<file path="src/core/clkpwr_defs.svh">
// register offsets, field positions, reset values and timing counts
// assumes a 32-bit word-aligned register window on the bus
`ifndef CLKPWR_DEFS_SVH
`define CLKPWR_DEFS_SVH
// ==========================================================
// register byte offsets
`define OFS_DIVISOR 4'h0
`define OFS_POWER_CONTROL 4'h4
`define OFS_AUX_CONTROL 4'h8
`define OFS_STATUS 4'hC
// ==========================================================
// power control fields
`define PC_BROWNOUT_FLAG 5
`define PC_POWER_ON_FLAG 4
`define PC_GEN_FLAG_HI 3
`define PC_GEN_FLAG_LO 2
`define PC_POWERDOWN 1
`define PC_IDLE 0
// aux control fields
`define AUX_BROWNOUT_DISABLE 6
`define AUX_BROWNOUT_IRQ_SEL 5
// ==========================================================
// reset values
`define DIVISOR_RESET 8'h00
// ==========================================================
// timing: machine cycle length and oscillator settle counts
`define CLOCKS_PER_CYCLE 6
`define CLOCKS_PER_CYCLE_HALF 12
`define SETTLE_CRYSTAL 11'd1024
`define SETTLE_RC 11'd256
`endif

</file>
<file path="src/core/clkpwr_pkg.sv">
// types shared by the clock and power block
// assumes clkpwr_defs.svh holds the numbers
package clkpwr_pkg;
    // ======================================================
    // power mode of the processor
    typedef enum logic [1:0] {
        mode_run,
        mode_idle,
        mode_powerdown,
        mode_settle
    } power_mode_t;
    // ======================================================
    // captured bus address phase
    typedef struct packed {
        logic valid;
        logic write;
        logic [3:0] offset;
    } bus_phase_t;
    // factory configuration bits, after synchronising
    typedef struct packed {
        logic cpu_half_rate_cfg;
        logic brownout_level_select;
        logic osc_is_crystal;
    } config_bits_t;
endpackage

</file>
<file path="src/core/clock_divider_power_monitor.sv">
// cpu clock prescaler, brownout/power-on monitor, idle and power-down
// assumes hclk is the oscillator clock and detector pins are async
//
// Notes on behaviour
// - half-rate config bit halves cpu clock: 12 instead of 6 clocks
// - peripheral timing tick is slowed by the same division
// - divisor zero gives undivided clock, or half with half-rate
// - divisor N of 1..255 divides the clock by 2*(N+1)
// - divisor may be rewritten anytime without stopping execution
// - brownout resets the cpu, or interrupts when select bit set
// - level bit 1 picks 2.5 V detector, 0 picks 3.8 V
// - brownout reset holds while the detector stays active
// - brownout interrupt fires once on inactive-to-active edge
// - brownout interrupt needs global and brownout enables set
// - a brownout sets the brownout flag, unless the disable bit is set, until software clears
// - disable bit suppresses brownout resets and interrupts
// - power-up detection sets power-on flag until software clears
// - idle stops cpu, peripherals run; interrupt or reset ends it
// - power-down stops oscillator, cpu and dependent peripherals
// - power-down ends on reset or higher-priority enabled irq
// - brownout wakes from power-down, or resets in reset mode
// - wakeup restarts oscillator, waits 1024 or 256 clocks
// - watchdog reset still acts during power-down
// - brownout and other analog parts keep running in power-down
// - power-down bit clears itself when power-down ends
// - idle bit clears itself when idle ends
`timescale 1ns/1ns
`include "clkpwr_defs.svh"

module clock_divider_power_monitor
    import clkpwr_pkg::*;
#(
    parameter int DIV_WIDTH = 8
) (
    input wire logic hclk,
    input wire logic hresetn,
    // ahb-lite slave
    input wire logic hsel,
    input wire logic [31:0] haddr,
    input wire logic [1:0] htrans,
    input wire logic hwrite,
    input wire logic [2:0] hsize,
    input wire logic [31:0] hwdata,
    input wire logic hready,
    output logic [31:0] hrdata,
    output logic hreadyout,
    output logic hresp,
    // factory configuration bits, async straps
    input wire logic cpu_half_rate_cfg,
    input wire logic brownout_level_select,
    input wire logic osc_is_crystal,
    // analog detectors and watchdog, async
    input wire logic brownout_below_low,
    input wire logic brownout_below_high,
    input wire logic power_on_detect,
    input wire logic watchdog_overflow,
    // interrupt controller, same clock
    input wire logic global_irq_enable,
    input wire logic brownout_irq_enable,
    input wire logic brownout_irq_ack,
    input wire logic enabled_irq_pending,
    input wire logic irq_above_in_service,
    // outputs to cpu, peripherals and oscillator
    output logic cpu_tick,
    output logic periph_tick,
    output logic cpu_reset,
    output logic brownout_irq,
    output logic osc_enable
);

    // ======================================================
    // synchronisers for everything from outside the clock
    logic [6:0] sync_a;
    logic [6:0] sync_b;
    config_bits_t cfg;
    logic bo_low_s;
    logic bo_high_s;
    logic por_s;
    logic wdt_s;

    // two flops per input; only stage b is read
    always_ff @(posedge hclk or negedge hresetn) begin
        if (!hresetn) begin
            sync_a <= 7'h00;
            sync_b <= 7'h00;
        end else begin
            sync_a <= {cpu_half_rate_cfg, brownout_level_select,
                       osc_is_crystal, brownout_below_low,
                       brownout_below_high, power_on_detect,
                       watchdog_overflow};
            sync_b <= sync_a;
        end
    end

    assign cfg = config_bits_t'(sync_b[6:4]);
    assign bo_low_s = sync_b[3];
    assign bo_high_s = sync_b[2];
    assign por_s = sync_b[1];
    assign wdt_s = sync_b[0];

    // ======================================================
    // registers
    logic [DIV_WIDTH-1:0] cpu_clock_divisor;
    logic brownout_flag;
    logic power_on_flag;
    logic [1:0] gen_flags;
    logic powerdown_request;
    logic idle_request;
    logic brownout_disable;
    logic brownout_irq_select;
    power_mode_t mode;
    bus_phase_t phase;
    logic wr_en;

    // ======================================================
    // clock prescaler
    // period in hclk cycles for a divisor and the half-rate bit
    function automatic logic [10:0] period_of(
        input logic [DIV_WIDTH-1:0] n,
        input logic half
    );
        logic [10:0] base;
        base = (n == '0) ? 11'd1 : 11'({n, 1'b0} + 11'd2);
        return half ? 11'(base << 1) : base;
    endfunction

    logic [10:0] active_period;
    logic [10:0] div_count;
    logic tick;

    // divisor is latched only at a boundary, so no short pulse
    always_ff @(posedge hclk or negedge hresetn) begin
        if (!hresetn) begin
            div_count <= 11'd0;
            active_period <= 11'd1;
        end else if (div_count + 11'd1 >= active_period) begin
            div_count <= 11'd0;
            active_period <= period_of(cpu_clock_divisor,
                                       cfg.cpu_half_rate_cfg);
        end else begin
            div_count <= div_count + 11'd1;
        end
    end

    assign tick = (div_count + 11'd1 >= active_period);

    // ticks gated by mode; peripherals share the divided rate
    always_ff @(posedge hclk or negedge hresetn) begin
        if (!hresetn) begin
            cpu_tick <= 1'b0;
            periph_tick <= 1'b0;
        end else begin
            cpu_tick <= tick && (mode == mode_run);
            periph_tick <= tick && (mode == mode_run ||
                                    mode == mode_idle);
        end
    end

    // ======================================================
    // brownout and power-on detection, never gated by mode
    logic bo_active;
    logic bo_active_q;
    logic bo_rise;
    logic bo_reset;
    logic bo_irq_pending;
    logic por_q;
    logic por_rise;

    // level 1 selects the lower detector
    assign bo_active = (cfg.brownout_level_select ? bo_low_s : bo_high_s)
                       && !brownout_disable;
    assign bo_rise = bo_active && !bo_active_q;
    assign bo_reset = bo_active && !brownout_irq_select;
    assign por_rise = por_s && !por_q;

    always_ff @(posedge hclk or negedge hresetn) begin
        if (!hresetn) begin
            bo_active_q <= 1'b0;
            por_q <= 1'b0;
        end else begin
            bo_active_q <= bo_active;
            por_q <= por_s;
        end
    end

    // one event per edge; the set beats an ack in the same cycle
    always_ff @(posedge hclk or negedge hresetn) begin
        if (!hresetn) begin
            bo_irq_pending <= 1'b0;
        end else if (bo_rise && brownout_irq_select) begin
            bo_irq_pending <= 1'b1;
        end else if (brownout_irq_ack || brownout_disable) begin
            bo_irq_pending <= 1'b0;
        end
    end

    always_ff @(posedge hclk or negedge hresetn) begin
        if (!hresetn) begin
            brownout_irq <= 1'b0;
            cpu_reset <= 1'b0;
        end else begin
            brownout_irq <= bo_irq_pending && global_irq_enable
                            && brownout_irq_enable;
            cpu_reset <= bo_reset || wdt_s;
        end
    end

    // ======================================================
    // bus slave: zero wait, always okay
    assign hreadyout = 1'b1;
    assign hresp = 1'b0;
    assign wr_en = phase.valid && phase.write;

    always_ff @(posedge hclk or negedge hresetn) begin
        if (!hresetn) begin
            phase <= '0;
        end else if (hready) begin
            phase.valid <= hsel && htrans[1];
            phase.write <= hwrite;
            phase.offset <= haddr[3:0];
        end
    end

    // read data registered at the address phase
    always_ff @(posedge hclk or negedge hresetn) begin
        if (!hresetn) begin
            hrdata <= 32'h0000_0000;
        end else if (hready && hsel && htrans[1] && !hwrite) begin
            unique case (haddr[3:0])
                `OFS_DIVISOR:
                    hrdata <= 32'(cpu_clock_divisor);
                `OFS_POWER_CONTROL:
                    hrdata <= {26'h0, brownout_flag, power_on_flag,
                               gen_flags, powerdown_request,
                               idle_request};
                `OFS_AUX_CONTROL:
                    hrdata <= {25'h0, brownout_disable,
                               brownout_irq_select, 5'h00};
                `OFS_STATUS:
                    hrdata <= {24'h0, bo_irq_pending, bo_active,
                               cpu_reset, osc_enable, cfg,
                               1'b0} | 32'(mode) << 8;
                default:
                    hrdata <= 32'h0000_0000;
            endcase
        end
    end

    // ======================================================
    // software registers
    always_ff @(posedge hclk or negedge hresetn) begin
        if (!hresetn) begin
            cpu_clock_divisor <= `DIVISOR_RESET;
            gen_flags <= 2'h0;
            brownout_disable <= 1'b0;
            brownout_irq_select <= 1'b0;
        end else if (wr_en) begin
            if (phase.offset == `OFS_DIVISOR) begin
                cpu_clock_divisor <= hwdata[DIV_WIDTH-1:0];
            end
            if (phase.offset == `OFS_POWER_CONTROL) begin
                gen_flags <= hwdata[`PC_GEN_FLAG_HI:`PC_GEN_FLAG_LO];
            end
            if (phase.offset == `OFS_AUX_CONTROL) begin
                brownout_disable <= hwdata[`AUX_BROWNOUT_DISABLE];
                brownout_irq_select <= hwdata[`AUX_BROWNOUT_IRQ_SEL];
            end
        end
    end

    // sticky cause flags: write 0 clears, hardware set wins
    logic pc_write;
    assign pc_write = wr_en && phase.offset == `OFS_POWER_CONTROL;

    always_ff @(posedge hclk or negedge hresetn) begin
        if (!hresetn) begin
            brownout_flag <= 1'b0;
            power_on_flag <= 1'b0;
        end else begin
            if (bo_rise) begin
                brownout_flag <= 1'b1;
            end else if (pc_write && !hwdata[`PC_BROWNOUT_FLAG]) begin
                brownout_flag <= 1'b0;
            end
            if (por_rise) begin
                power_on_flag <= 1'b1;
            end else if (pc_write && !hwdata[`PC_POWER_ON_FLAG]) begin
                power_on_flag <= 1'b0;
            end
        end
    end

    // ======================================================
    // power mode sequencing
    logic [10:0] settle_count;
    logic wake_pd;
    logic leave;

    // brownout in irq mode wakes only when it is enabled
    assign wake_pd = (enabled_irq_pending && irq_above_in_service)
                     || (bo_irq_pending && global_irq_enable
                         && brownout_irq_enable);
    assign leave = (mode == mode_settle && settle_count == 11'd1);

    always_ff @(posedge hclk or negedge hresetn) begin
        if (!hresetn) begin
            mode <= mode_run;
            settle_count <= 11'd0;
        end else begin
            unique case (mode)
                mode_run: begin
                    if (powerdown_request) begin
                        mode <= mode_powerdown;
                    end else if (idle_request) begin
                        mode <= mode_idle;
                    end
                end
                mode_idle: begin
                    if (enabled_irq_pending || cpu_reset) begin
                        mode <= mode_run;
                    end
                end
                mode_powerdown: begin
                    if (wake_pd || cpu_reset) begin
                        mode <= mode_settle;
                        settle_count <= cfg.osc_is_crystal ?
                            `SETTLE_CRYSTAL : `SETTLE_RC;
                    end
                end
                mode_settle: begin
                    settle_count <= settle_count - 11'd1;
                    if (leave) begin
                        mode <= mode_run;
                    end
                end
            endcase
        end
    end

    // oscillator restarts the cycle after a wake
    always_ff @(posedge hclk or negedge hresetn) begin
        if (!hresetn) begin
            osc_enable <= 1'b1;
        end else begin
            osc_enable <= !(mode == mode_powerdown && !wake_pd
                            && !cpu_reset);
        end
    end

    // request bits: software sets, mode exit clears
    always_ff @(posedge hclk or negedge hresetn) begin
        if (!hresetn) begin
            powerdown_request <= 1'b0;
            idle_request <= 1'b0;
        end else begin
            if (leave || (mode == mode_run && cpu_reset)) begin
                powerdown_request <= 1'b0;
            end else if (pc_write && hwdata[`PC_POWERDOWN]) begin
                powerdown_request <= 1'b1;
            end
            if (mode == mode_idle
                && (enabled_irq_pending || cpu_reset)) begin
                idle_request <= 1'b0;
            end else if (pc_write && hwdata[`PC_IDLE]) begin
                idle_request <= 1'b1;
            end
        end
    end

endmodule // clock_divider_power_monitor

</file>
<file path="config.mk">
export PLATFORM = sky130hd
export DESIGN_NAME = clock_divider_power_monitor
export DESIGN_NICKNAME = d
export VERILOG_FILES = /design/src/core/clkpwr_pkg.sv /design/src/core/clock_divider_power_monitor.sv
export VERILOG_INCLUDE_DIRS = /design/src /design/src/core
export SDC_FILE = /design/constraint.sdc
export NUM_CORES = 1
export LEC_CHECK = 0
export ABC_CLOCK_PERIOD_IN_PS = 4900
export BUFFER_PORTS_ARGS = -buffer_cell sky130_fd_sc_hd__buf_2
export CORE_MARGIN = 5
export CORE_UTILIZATION = 55
export DETAILED_ROUTE_END_ITERATION = 7
export GPL_TIMING_DRIVEN = 0
export PLACE_DENSITY = 0.83
export SETUP_SLACK_MARGIN = 0.2
export SLEW_MARGIN = 25
export SYNTH_ARGS = -nofsm -noshare
export SYNTH_HDL_FRONTEND = slang
export SYNTH_SLANG_ARGS = --single-unit
</file>
<file path="constraint.sdc">
create_clock -name hclk -period 4.9 [get_ports hclk]
set_clock_uncertainty 0.15 [all_clocks]
set_input_delay 1.47 -clock hclk [delete_from_list [all_inputs] [get_ports hclk]]
set_output_delay 1.47 -clock hclk [all_outputs]
set_load 0.05 [all_outputs]
</file>
==> qor.log, run 1 <==
INFO  outcome        run_status=finished, final reports clean
INFO  critical_path  cpPeakStageDelay=400ps
INFO  synth          ys_seq_area_frac=0.492
INFO  power_and_ir_drop comb_power_share=0.408
INFO  finish         layout-area-overhead-vs-synth=13.9%
INFO  critical_path  worst_setup_path_startpoint=div_count[0]$_DFF_PN0_
INFO  synth          syn-instance-count=435
INFO  grt            largest_net_degree_at_the_start_of_global_routing=50
INFO  floorplanning  pin_count=125
INFO  critical_path  crit_path_end_kind=flip-flop
INFO  floorplanning  coreArea=0.00813sqmm
INFO  synth          synth-edff-count=0
INFO  finish         utilization=0.635
INFO  critical_path  critical_path.top_delay_family=simple AND/OR/NAND/NOR gates
INFO  power_and_ir_drop static_leakage=2.48nW
INFO  grt            grt_use_met3=0.0277
INFO  drt            antenna_violating_nets_post_route=0
INFO  synth          ys_ff_latch=89
INFO  drt            via_count=3412
INFO  synth          ys_top_cells_by_count=sky130_fd_sc_hd__dfrtp_1 (87), sky130_fd_sc_hd__nand2_1 (38), sky130_fd_sc_hd__o21ai_0 (29)
INFO  grt            grt.met2_usage=0.314
INFO  synth          yosysTopAreaCellShare=0.480
INFO  critical_path  critical_path.slowest_cell=sky130_fd_sc_hd__dfrtp_1
INFO  floorplanning  die_y=101um
INFO  grt            first_global_vias=3277
INFO  drt            detail_route.first_pass.iterations=5
INFO  power_and_ir_drop seqPwrFrac=0.403
INFO  critical_path  r2r-end=active_period[2]$_DFFE_PN0P_
INFO  grt            grt_first_pass_wirelength=15.8mm
INFO  critical_path  worst-r2r-cell-count=10
INFO  floorplanning  die_width=101um
INFO  power_and_ir_drop power.ir.vdd_worst=286uV
INFO  critical_path  crit-reg2reg-launch=div_count[0]$_DFF_PN0_
INFO  synth          synthesis.area=0.00453sqmm
INFO  place          placedInstanceArea=0.00497sqmm
INFO  clocking       worst_skew_pair.late_latency=360ps
INFO  clocking       number_of_buffers_added_by_the_clock_tree_synthesis_step=9
INFO  place          dp_worst_setup_slack=1920ps
INFO  sta            fmaxAchievable=334MHz
INFO  clocking       clk_root_buffer_cell=sky130_fd_sc_hd__clkbuf_8
INFO  hold_path      min-delay-path-class=flip-flop to flip-flop
INFO  sta            slew_violations=0
INFO  drt            drt_wirelength=9.43mm
INFO  grt            antenna_found_initial=0
INFO  power_and_ir_drop total_switching_power=1.02mW
INFO  critical_path  critical_path_destination=active_period[2]$_DFFE_PN0P_
INFO  finish         insertedDiodeCount=0
INFO  sta            worst_pin_slew=836ps
INFO  synth          dominantRegCellSynth=sky130_fd_sc_hd__dfrtp_1
INFO  floorplanning  die_area=0.0102sqmm
INFO  sta            final_hold_viol_count=0
INFO  synth          synth_most_common_cell=sky130_fd_sc_hd__dfrtp_1
INFO  sta            final_setup_tns=0ps
INFO  power_and_ir_drop internal_power=1.52mW
INFO  synth          yosysWarnings=0
INFO  clocking       clock_sink_count=89
INFO  synth          post_synth_main_area_contributors=sky130_fd_sc_hd__dfrtp_1 (48%), sky130_fd_sc_hd__mux2_2 (4.5%), sky130_fd_sc_hd__ha_1 (4.4%)
INFO  sta            finalSetupViolCount=0
INFO  drt            first_iter_violations=238
INFO  clocking       cts_resized=0
INFO  sta            fin_crit_sh=0.612
INFO  power_and_ir_drop swShare=0.402
INFO  sta            timing.max_slew.rel_slack=0.438
INFO  finish         fin_nets=612
INFO  clocking       cts_max_level=3
INFO  clocking       cts_hold_repair.buffers=0
INFO  critical_path  timing_worst_setup_path_type=flip-flop to flip-flop
INFO  critical_path  worst-path-buf-inv=1
INFO  critical_path  cell_chain_critical_path=ha_1, nand2_1, nor4_1, xor2_1, ha_1, and4_1, o21ai_0, nand3_1, buf_2, mux2_4
INFO  run            cap_violations=0
INFO  finish         share_of_cells_above_drive_strength_1=0.239
INFO  drt            drcViolationCount=0
INFO  critical_path  critPathMostFrequentCell=sky130_fd_sc_hd__ha_1
INFO  place          dpl.cell_count=604
INFO  clocking       cts_tree=built
INFO  drt            wl_per_cell=15.2um
INFO  critical_path  arrival=3090ps
INFO  grt            grt_overflow=0
INFO  finish         finalNonFillerCells=620
INFO  synth          avgSynthCellArea=10.4squm
INFO  synth          synth_async_reset_ratio=1.00
INFO  critical_path  start_kind=flip-flop
INFO  finish         fillers=651
INFO  power_and_ir_drop power_density=494mW/mm^2
INFO  drt            detail_routed_via_count_per_cell=5.50
INFO  clocking       path_clk_slew=90ps
INFO  place          placement.io_buffers=41
INFO  clocking       ctsLongestPathBuffers=2
INFO  critical_path  critical_path_cell_count=10
INFO  place          hpwlAfterDp=6.96mm
INFO  power_and_ir_drop power_frac_clock=0.188
INFO  sta            post_route_setup_slack=1900ps
INFO  grt            grt-busiest-layer=met2
INFO  place          place.gp.congestion=0.938
INFO  critical_path  worst-path-max-fanout=10
INFO  clocking       postCtsSetupBuffers=0
INFO  sta            layout_min_cycle_time=3000ps
INFO  floorplanning  rows=33
INFO  critical_path  r2r_slack=1900ps
INFO  synth          synth_top_area_cell=sky130_fd_sc_hd__dfrtp_1
INFO  synth          synth.distinct_cells=60
INFO  floorplanning  floorplan.initialDensity=0.557
INFO  critical_path  critPathRequiredTime=4990ps
INFO  sta            grt_setup_unrepaired=no
INFO  grt            use_met1=0.271
INFO  grt            grtUsageTotal=0.196
INFO  finish         post-route-cell-area=0.00516sqmm
layout make-up:
type	count	area, sq um	area share
sequential	89	2230	0.432
inverter	21	78.8	0.0153
clock buffer	10	138	0.0267
multi-input combinational	305	2040	0.395
timing repair buffer	42	228	0.0441
tap	105	131	0.0255
clock inverter	6	50.0	0.00970
buffer	42	265	0.0514
routing by layer:
metal / part of all wire / wire length, um / up-vias
met1: 0.43 / 4080 / 1645
li1: - / - / 1627
met4: 0.018 / 174 / 0
met2: 0.48 / 4570 / 124
met5: 0 / 0 / -
met3: 0.064 / 608 / 16
worst register-to-register path, delay by kind of cell, from the launching register on:
kind | cells | cell delay, ps
flip-flops | 1 | 400
AO/OA/AOI/OAI | 1 | 110
AND/OR/NAND/NOR | 4 | 910
buffers and inverters | 1 | 270
multiplexers | 1 | 320
XOR/XNOR | 1 | 220
adder cells (fa/ha/maj) | 2 | 500
placed cells by master, fill, tap and decap left out, types with 3 or more instances in the layout:
cell type | Yosys | layout
sky130_fd_sc_hd__dfrtp_1 | 87 | 87
sky130_fd_sc_hd__buf_2 | 7 | 47
sky130_fd_sc_hd__nand2_1 | 38 | 38
sky130_fd_sc_hd__o21ai_0 | 29 | 29
sky130_fd_sc_hd__nor2_1 | 28 | 28
sky130_fd_sc_hd__buf_4 | 24 | 25
sky130_fd_sc_hd__conb_1 | 2 | 24
sky130_fd_sc_hd__inv_1 | 21 | 21
sky130_fd_sc_hd__mux2_2 | 18 | 18
sky130_fd_sc_hd__a21oi_1 | 17 | 17
sky130_fd_sc_hd__nand3_1 | 16 | 16
sky130_fd_sc_hd__ha_1 | 16 | 16
sky130_fd_sc_hd__mux2i_1 | 14 | 14
sky130_fd_sc_hd__a22o_1 | 13 | 13
sky130_fd_sc_hd__nor2b_1 | 12 | 12
sky130_fd_sc_hd__clkbuf_8 | 0 | 10
sky130_fd_sc_hd__xnor2_1 | 9 | 9
sky130_fd_sc_hd__clkbuf_1 | 8 | 8
sky130_fd_sc_hd__nor3_1 | 8 | 8
sky130_fd_sc_hd__xor2_1 | 4 | 4
sky130_fd_sc_hd__a31oi_1 | 4 | 4
sky130_fd_sc_hd__nand3b_1 | 3 | 3
sky130_fd_sc_hd__a211oi_1 | 3 | 3
sky130_fd_sc_hd__nand4b_1 | 3 | 3
sky130_fd_sc_hd__and3_1 | 3 | 3
power groups by stage:
stage	clock (mW)	sequential (mW)	combinational (mW)
2_1_floorplan	0	1.05	0.765
3_3_place_gp	0	1.03	0.979
3_5_place_dp	0	1.04	1.03
4_1_cts	0.489	1.02	1.04
5_1_grt	0.521	1.05	1.16
6_report	0.480	1.03	1.04
worst min-delay path by stage:
| stage | start | end | slack [ps] | cells past startpoint |
|---|---|---|---|---|
| after floorplan | sync_a[0]$_DFF_PN0_ | sync_b[0]$_DFF_PN0_ | 180 | 0 |
| after global placement | sync_a[2]$_DFF_PN0_ | sync_b[2]$_DFF_PN0_ | 180 | 0 |
| after detailed placement | sync_a[2]$_DFF_PN0_ | sync_b[2]$_DFF_PN0_ | 180 | 0 |
| after CTS | sync_a[2]$_DFF_PN0_ | sync_b[2]$_DFF_PN0_ | 200 | 0 |
| after global routing | sync_a[5]$_DFF_PN0_ | sync_b[5]$_DFF_PN0_ | 220 | 0 |
| final | sync_a[2]$_DFF_PN0_ | sync_b[2]$_DFF_PN0_ | 200 | 0 |
logic make-up (layout without fill, tap and decap cells):
logic type               count (synthesis)  count (layout)  synth area share
other                                    2              24           0.00166
flip-flops                              89              89             0.492
buffers and inverters                   63             121            0.0759
XOR/XNOR                                13              13            0.0251
adder cells (fa/ha/maj)                 16              16            0.0442
AO/OA/AOI/OAI                           84              84             0.119
multiplexers                            35              35            0.0872
AND/OR/NAND/NOR                        133             133             0.155
stage by stage:
step	hold slack (ps)	total power, mW
final	204	2.55
after global routing	220	2.72
after CTS	205	2.55
after detailed placement	185	2.07
after global placement	185	2.01
after floorplan	181	1.81
flip-flops by register name (all words and copies together), names as in the netlist, 2 cells and up:
signal             count
active_period         11
sync_a                 7
div_count             11
phase                  6
cpu_clock_divisor      8
settle_count          11
sync_b                 7
gen_flags              2
mode                   2
hrdata                10
No activity file was read; power rests on OpenSTA's default activity.
==> inputs of run 2 (changes only) <==
Settings changed: ABC_CLOCK_PERIOD_IN_PS 4900 to 2700, CORE_UTILIZATION 55 to 48, PLACE_DENSITY 0.83 to 0.77.
Clock period 4.9 ns to 2.7 ns, I/O delays scaled along.
==> run 2 against run 1 <==
Via count unchanged. Die area increased by 13%. Final cell count increased by 6.1%. Core utilization decreased by 3.4 points. Largest power group unchanged. Non-clock buffer count increased by 14. Sequential share of layout area decreased by 2.9 points. Fmax increased by 13%. Largest cell class unchanged. First-iteration DRC count increased by 11%. Global-route usage decreased by 1.7 points. Sequential power increased by 85%. Hold slack got worse by 17 ps. Critical path type unchanged. Highest routed layer unchanged.
==> qor.log, run 2 (synthesis gave the netlist of run 1 again) <==
INFO  run            cap_violations=0 [unchanged]
INFO  clocking       cts_max_level=3 [unchanged]
INFO  floorplanning  die_y=107um [was 101 um]
INFO  grt            grtUsageTotal=0.179 [was 0.196]
INFO  floorplanning  rows=35 [was 33]
INFO  grt            antenna_found_initial=0 [unchanged]
INFO  sta            fin_crit_sh=0.978 [was 0.612]
INFO  critical_path  timing_worst_setup_path_type=flip-flop to flip-flop [unchanged]
INFO  sta            post_route_setup_slack=59.4ps [was 1900 ps]
INFO  power_and_ir_drop power.ir.vdd_worst=393uV [was 286 uV]
INFO  power_and_ir_drop static_leakage=2.63nW [was 2.48 nW]
INFO  floorplanning  coreArea=0.00924sqmm [was 0.00813 sq mm]
INFO  place          place.gp.congestion=0.835 [was 0.938]
INFO  floorplanning  pin_count=125 [unchanged]
INFO  finish         largest_registers=active_period: 11 flops, div_count: 11 flops, settle_count: 11 flops [unchanged]
INFO  grt            first_global_vias=3420 [was 3277]
INFO  critical_path  start_kind=flip-flop [unchanged]
INFO  finish         commonest_cells_after_routing_fill_and_taps_aside=sky130_fd_sc_hd__dfrtp_1 (82), sky130_fd_sc_hd__buf_2 (45), sky130_fd_sc_hd__nand2_1 (36), sky130_fd_sc_hd__buf_4 (36), sky130_fd_sc_hd__o21ai_0 (27) [was sky130_fd_sc_hd__dfrtp_1 (87), sky130_fd_sc_hd__buf_2 (47), sky130_fd_sc_hd__nand2_1 (38)]
INFO  drt            detail_route.first_pass.iterations=4 [was 5]
INFO  floorplanning  die_area=0.0115sqmm [was 0.0102 sq mm]
INFO  finish         utilization=0.601 [was 0.635]
INFO  clocking       clk_root_buffer_cell=sky130_fd_sc_hd__clkbuf_8 [unchanged]
INFO  sta            layout_min_cycle_time=2640ps [was 3000 ps]
INFO  critical_path  crit_path_end_kind=flip-flop [unchanged]
INFO  drt            wl_per_cell=15.4um [was 15.2 um]
INFO  outcome        run_status=finished, final reports clean [unchanged]
INFO  hold_path      min-delay-path-class=input port to asynchronous set/reset pin [was flip-flop to flip-flop]
INFO  sta            timing.max_slew.rel_slack=0.445 [was 0.438]
INFO  critical_path  critPathRequiredTime=2790ps [was 4990 ps]
INFO  grt            grt-busiest-layer=met2 [unchanged]
INFO  drt            first_iter_violations=264 [was 238]
INFO  sta            finalSetupViolCount=0 [unchanged]
INFO  grt            grt.met2_usage=0.308 [was 0.314]
INFO  sta            final_setup_tns=0ps [unchanged]
INFO  sta            grt_setup_unrepaired=yes [was no]
INFO  clocking       cts_tree=built [unchanged]
INFO  place          dp_worst_setup_slack=-50.7ps [was 1920 ps]
INFO  drt            drcViolationCount=0 [unchanged]
INFO  floorplanning  die_width=107um [was 101 um]
INFO  clocking       clock_sink_count=89 [unchanged]
INFO  grt            grt_use_met3=0.0373 [was 0.0277]
INFO  finish         layout_commonest_cell=sky130_fd_sc_hd__dfrtp_1 [unchanged]
INFO  grt            grt_overflow=0 [unchanged]
INFO  grt            use_met1=0.229 [was 0.271]
INFO  critical_path  worst-path-max-fanout=4 [was 10]
INFO  drt            antenna_violating_nets_post_route=0 [unchanged]
INFO  finish         fin_nets=626 [was 612]
INFO  power_and_ir_drop power_density=934mW/mm^2 [was 494 mW/mm^2]
INFO  place          placedInstanceArea=0.00504sqmm [was 0.00497 sq mm]
INFO  finish         share_of_cells_above_drive_strength_1=0.318 [was 0.239]
INFO  clocking       number_of_buffers_added_by_the_clock_tree_synthesis_step=9 [unchanged]
INFO  clocking       ctsLongestPathBuffers=2 [unchanged]
INFO  finish         post-route-cell-area=0.00555sqmm [was 0.00516 sq mm]
INFO  grt            largest_net_degree_at_the_start_of_global_routing=51 [was 50]
INFO  floorplanning  floorplan.initialDensity=0.490 [was 0.557]
INFO  place          placement.io_buffers=41 [unchanged]
INFO  clocking       cts_hold_repair.buffers=0 [unchanged]
INFO  grt            grt_first_pass_wirelength=16.5mm [was 15.8 mm]
INFO  place          hpwlAfterDp=7.12mm [was 6.96 mm]
INFO  sta            worst_pin_slew=826ps [was 836 ps]
INFO  clocking       path_clk_slew=90ps [about the same]
INFO  drt            via_count=3412 [unchanged]
INFO  sta            final_hold_viol_count=0 [unchanged]
INFO  drt            drt_wirelength=10.1mm [was 9.43 mm]
INFO  sta            fmaxAchievable=379MHz [was 334 MHz]
INFO  finish         layout-area-overhead-vs-synth=22.5% [was 13.9%]
INFO  sta            slew_violations=0 [unchanged]
INFO  finish         insertedDiodeCount=0 [unchanged]
INFO  clocking       worst_skew_pair.late_latency=360ps [about the same]
INFO  drt            detail_routed_via_count_per_cell=5.19 [was 5.50]
INFO  critical_path  arrival=2740ps [was 3090 ps]
run 2: cell types whose count changed in the layout (fill, tap and decap cells not counted), sizes merged:
cell | previous run | this run
buf | 75 | 89
bufinv | 0 | 2
clkinv | 3 | 0
clkbuf | 19 | 20
run 2: final cells by class:
type | instances | area [sq um]
Inverter | 21 | 78.8
Fill cell | 748 | 3690
Clock buffer | 11 | 141
Tap cell | 129 | 161
Clock inverter | 5 | 87.6
Timing Repair Buffer | 56 | 355
Multi-Input combinational cell | 305 | 2220
Buffer | 42 | 274
Sequential cell | 89 | 2240
run 2: metrics by stage:
stage	instances	total power, mW	hold WS [ps]
floorplan	457	3.33	181
global placement	627	3.68	183
detailed placement	628	3.79	186
CTS	653	5.04	197
global route	658	5.52	204
finish	658	5.19	187
run 2: critical path, stage by stage (launching register included):
cell,delay [ps]
sky130_fd_sc_hd__dfrtp_1,410
sky130_fd_sc_hd__buf_6,130
sky130_fd_sc_hd__nand3_4,130
sky130_fd_sc_hd__nor2_4,120
sky130_fd_sc_hd__nand2_2,70
sky130_fd_sc_hd__xnor2_2,140
sky130_fd_sc_hd__ha_1,350
sky130_fd_sc_hd__nand4_1,120
sky130_fd_sc_hd__nor2_2,50
sky130_fd_sc_hd__o2111ai_2,220
sky130_fd_sc_hd__nand3_2,160
sky130_fd_sc_hd__buf_6,180
sky130_fd_sc_hd__mux2_4,290
run 2: final timing paths:
kind / from / end / slack (ps) / depth (start not counted)
max reg2reg: div_count[1]$_DFF_PN0_ / active_period[2]$_DFFE_PN0P_ / 60 / 12
max: div_count[1]$_DFF_PN0_ / active_period[2]$_DFFE_PN0P_ / 60 / 12
min: hresetn / div_count[1]$_DFF_PN0_ / 190 / 1
max in group asynchronous: hresetn / osc_enable$_DFF_PN1_ / 1590 / 2
min reg2reg: sync_a[4]$_DFF_PN0_ / sync_b[4]$_DFF_PN0_ / 200 / 0
min in group hclk: sync_a[4]$_DFF_PN0_ / sync_b[4]$_DFF_PN0_ / 200 / 0
run 2: what timing repair did:
action | CTS | global route
endpoints found under the setup margin | 23 | 23
pin swaps | 16 | 13
setup buffers | 9 | 5
resized for setup | 16 | 26
run 2: routing by layer:
| metal | vias to the layer above | part of all wire |
|---|---|---|
| met4 | 0 | 0.015 |
| met3 | 13 | 0.049 |
| met5 | - | 0 |
| met1 | 1661 | 0.43 |
| met2 | 90 | 0.50 |
| li1 | 1648 | - |
run 2: power by group:
| part | switching [mW] | internal, mW |
|---|---|---|
| registers | 0.271 | 1.63 |
| logic | 1.27 | 0.976 |
| clock network | 0.477 | 0.557 |
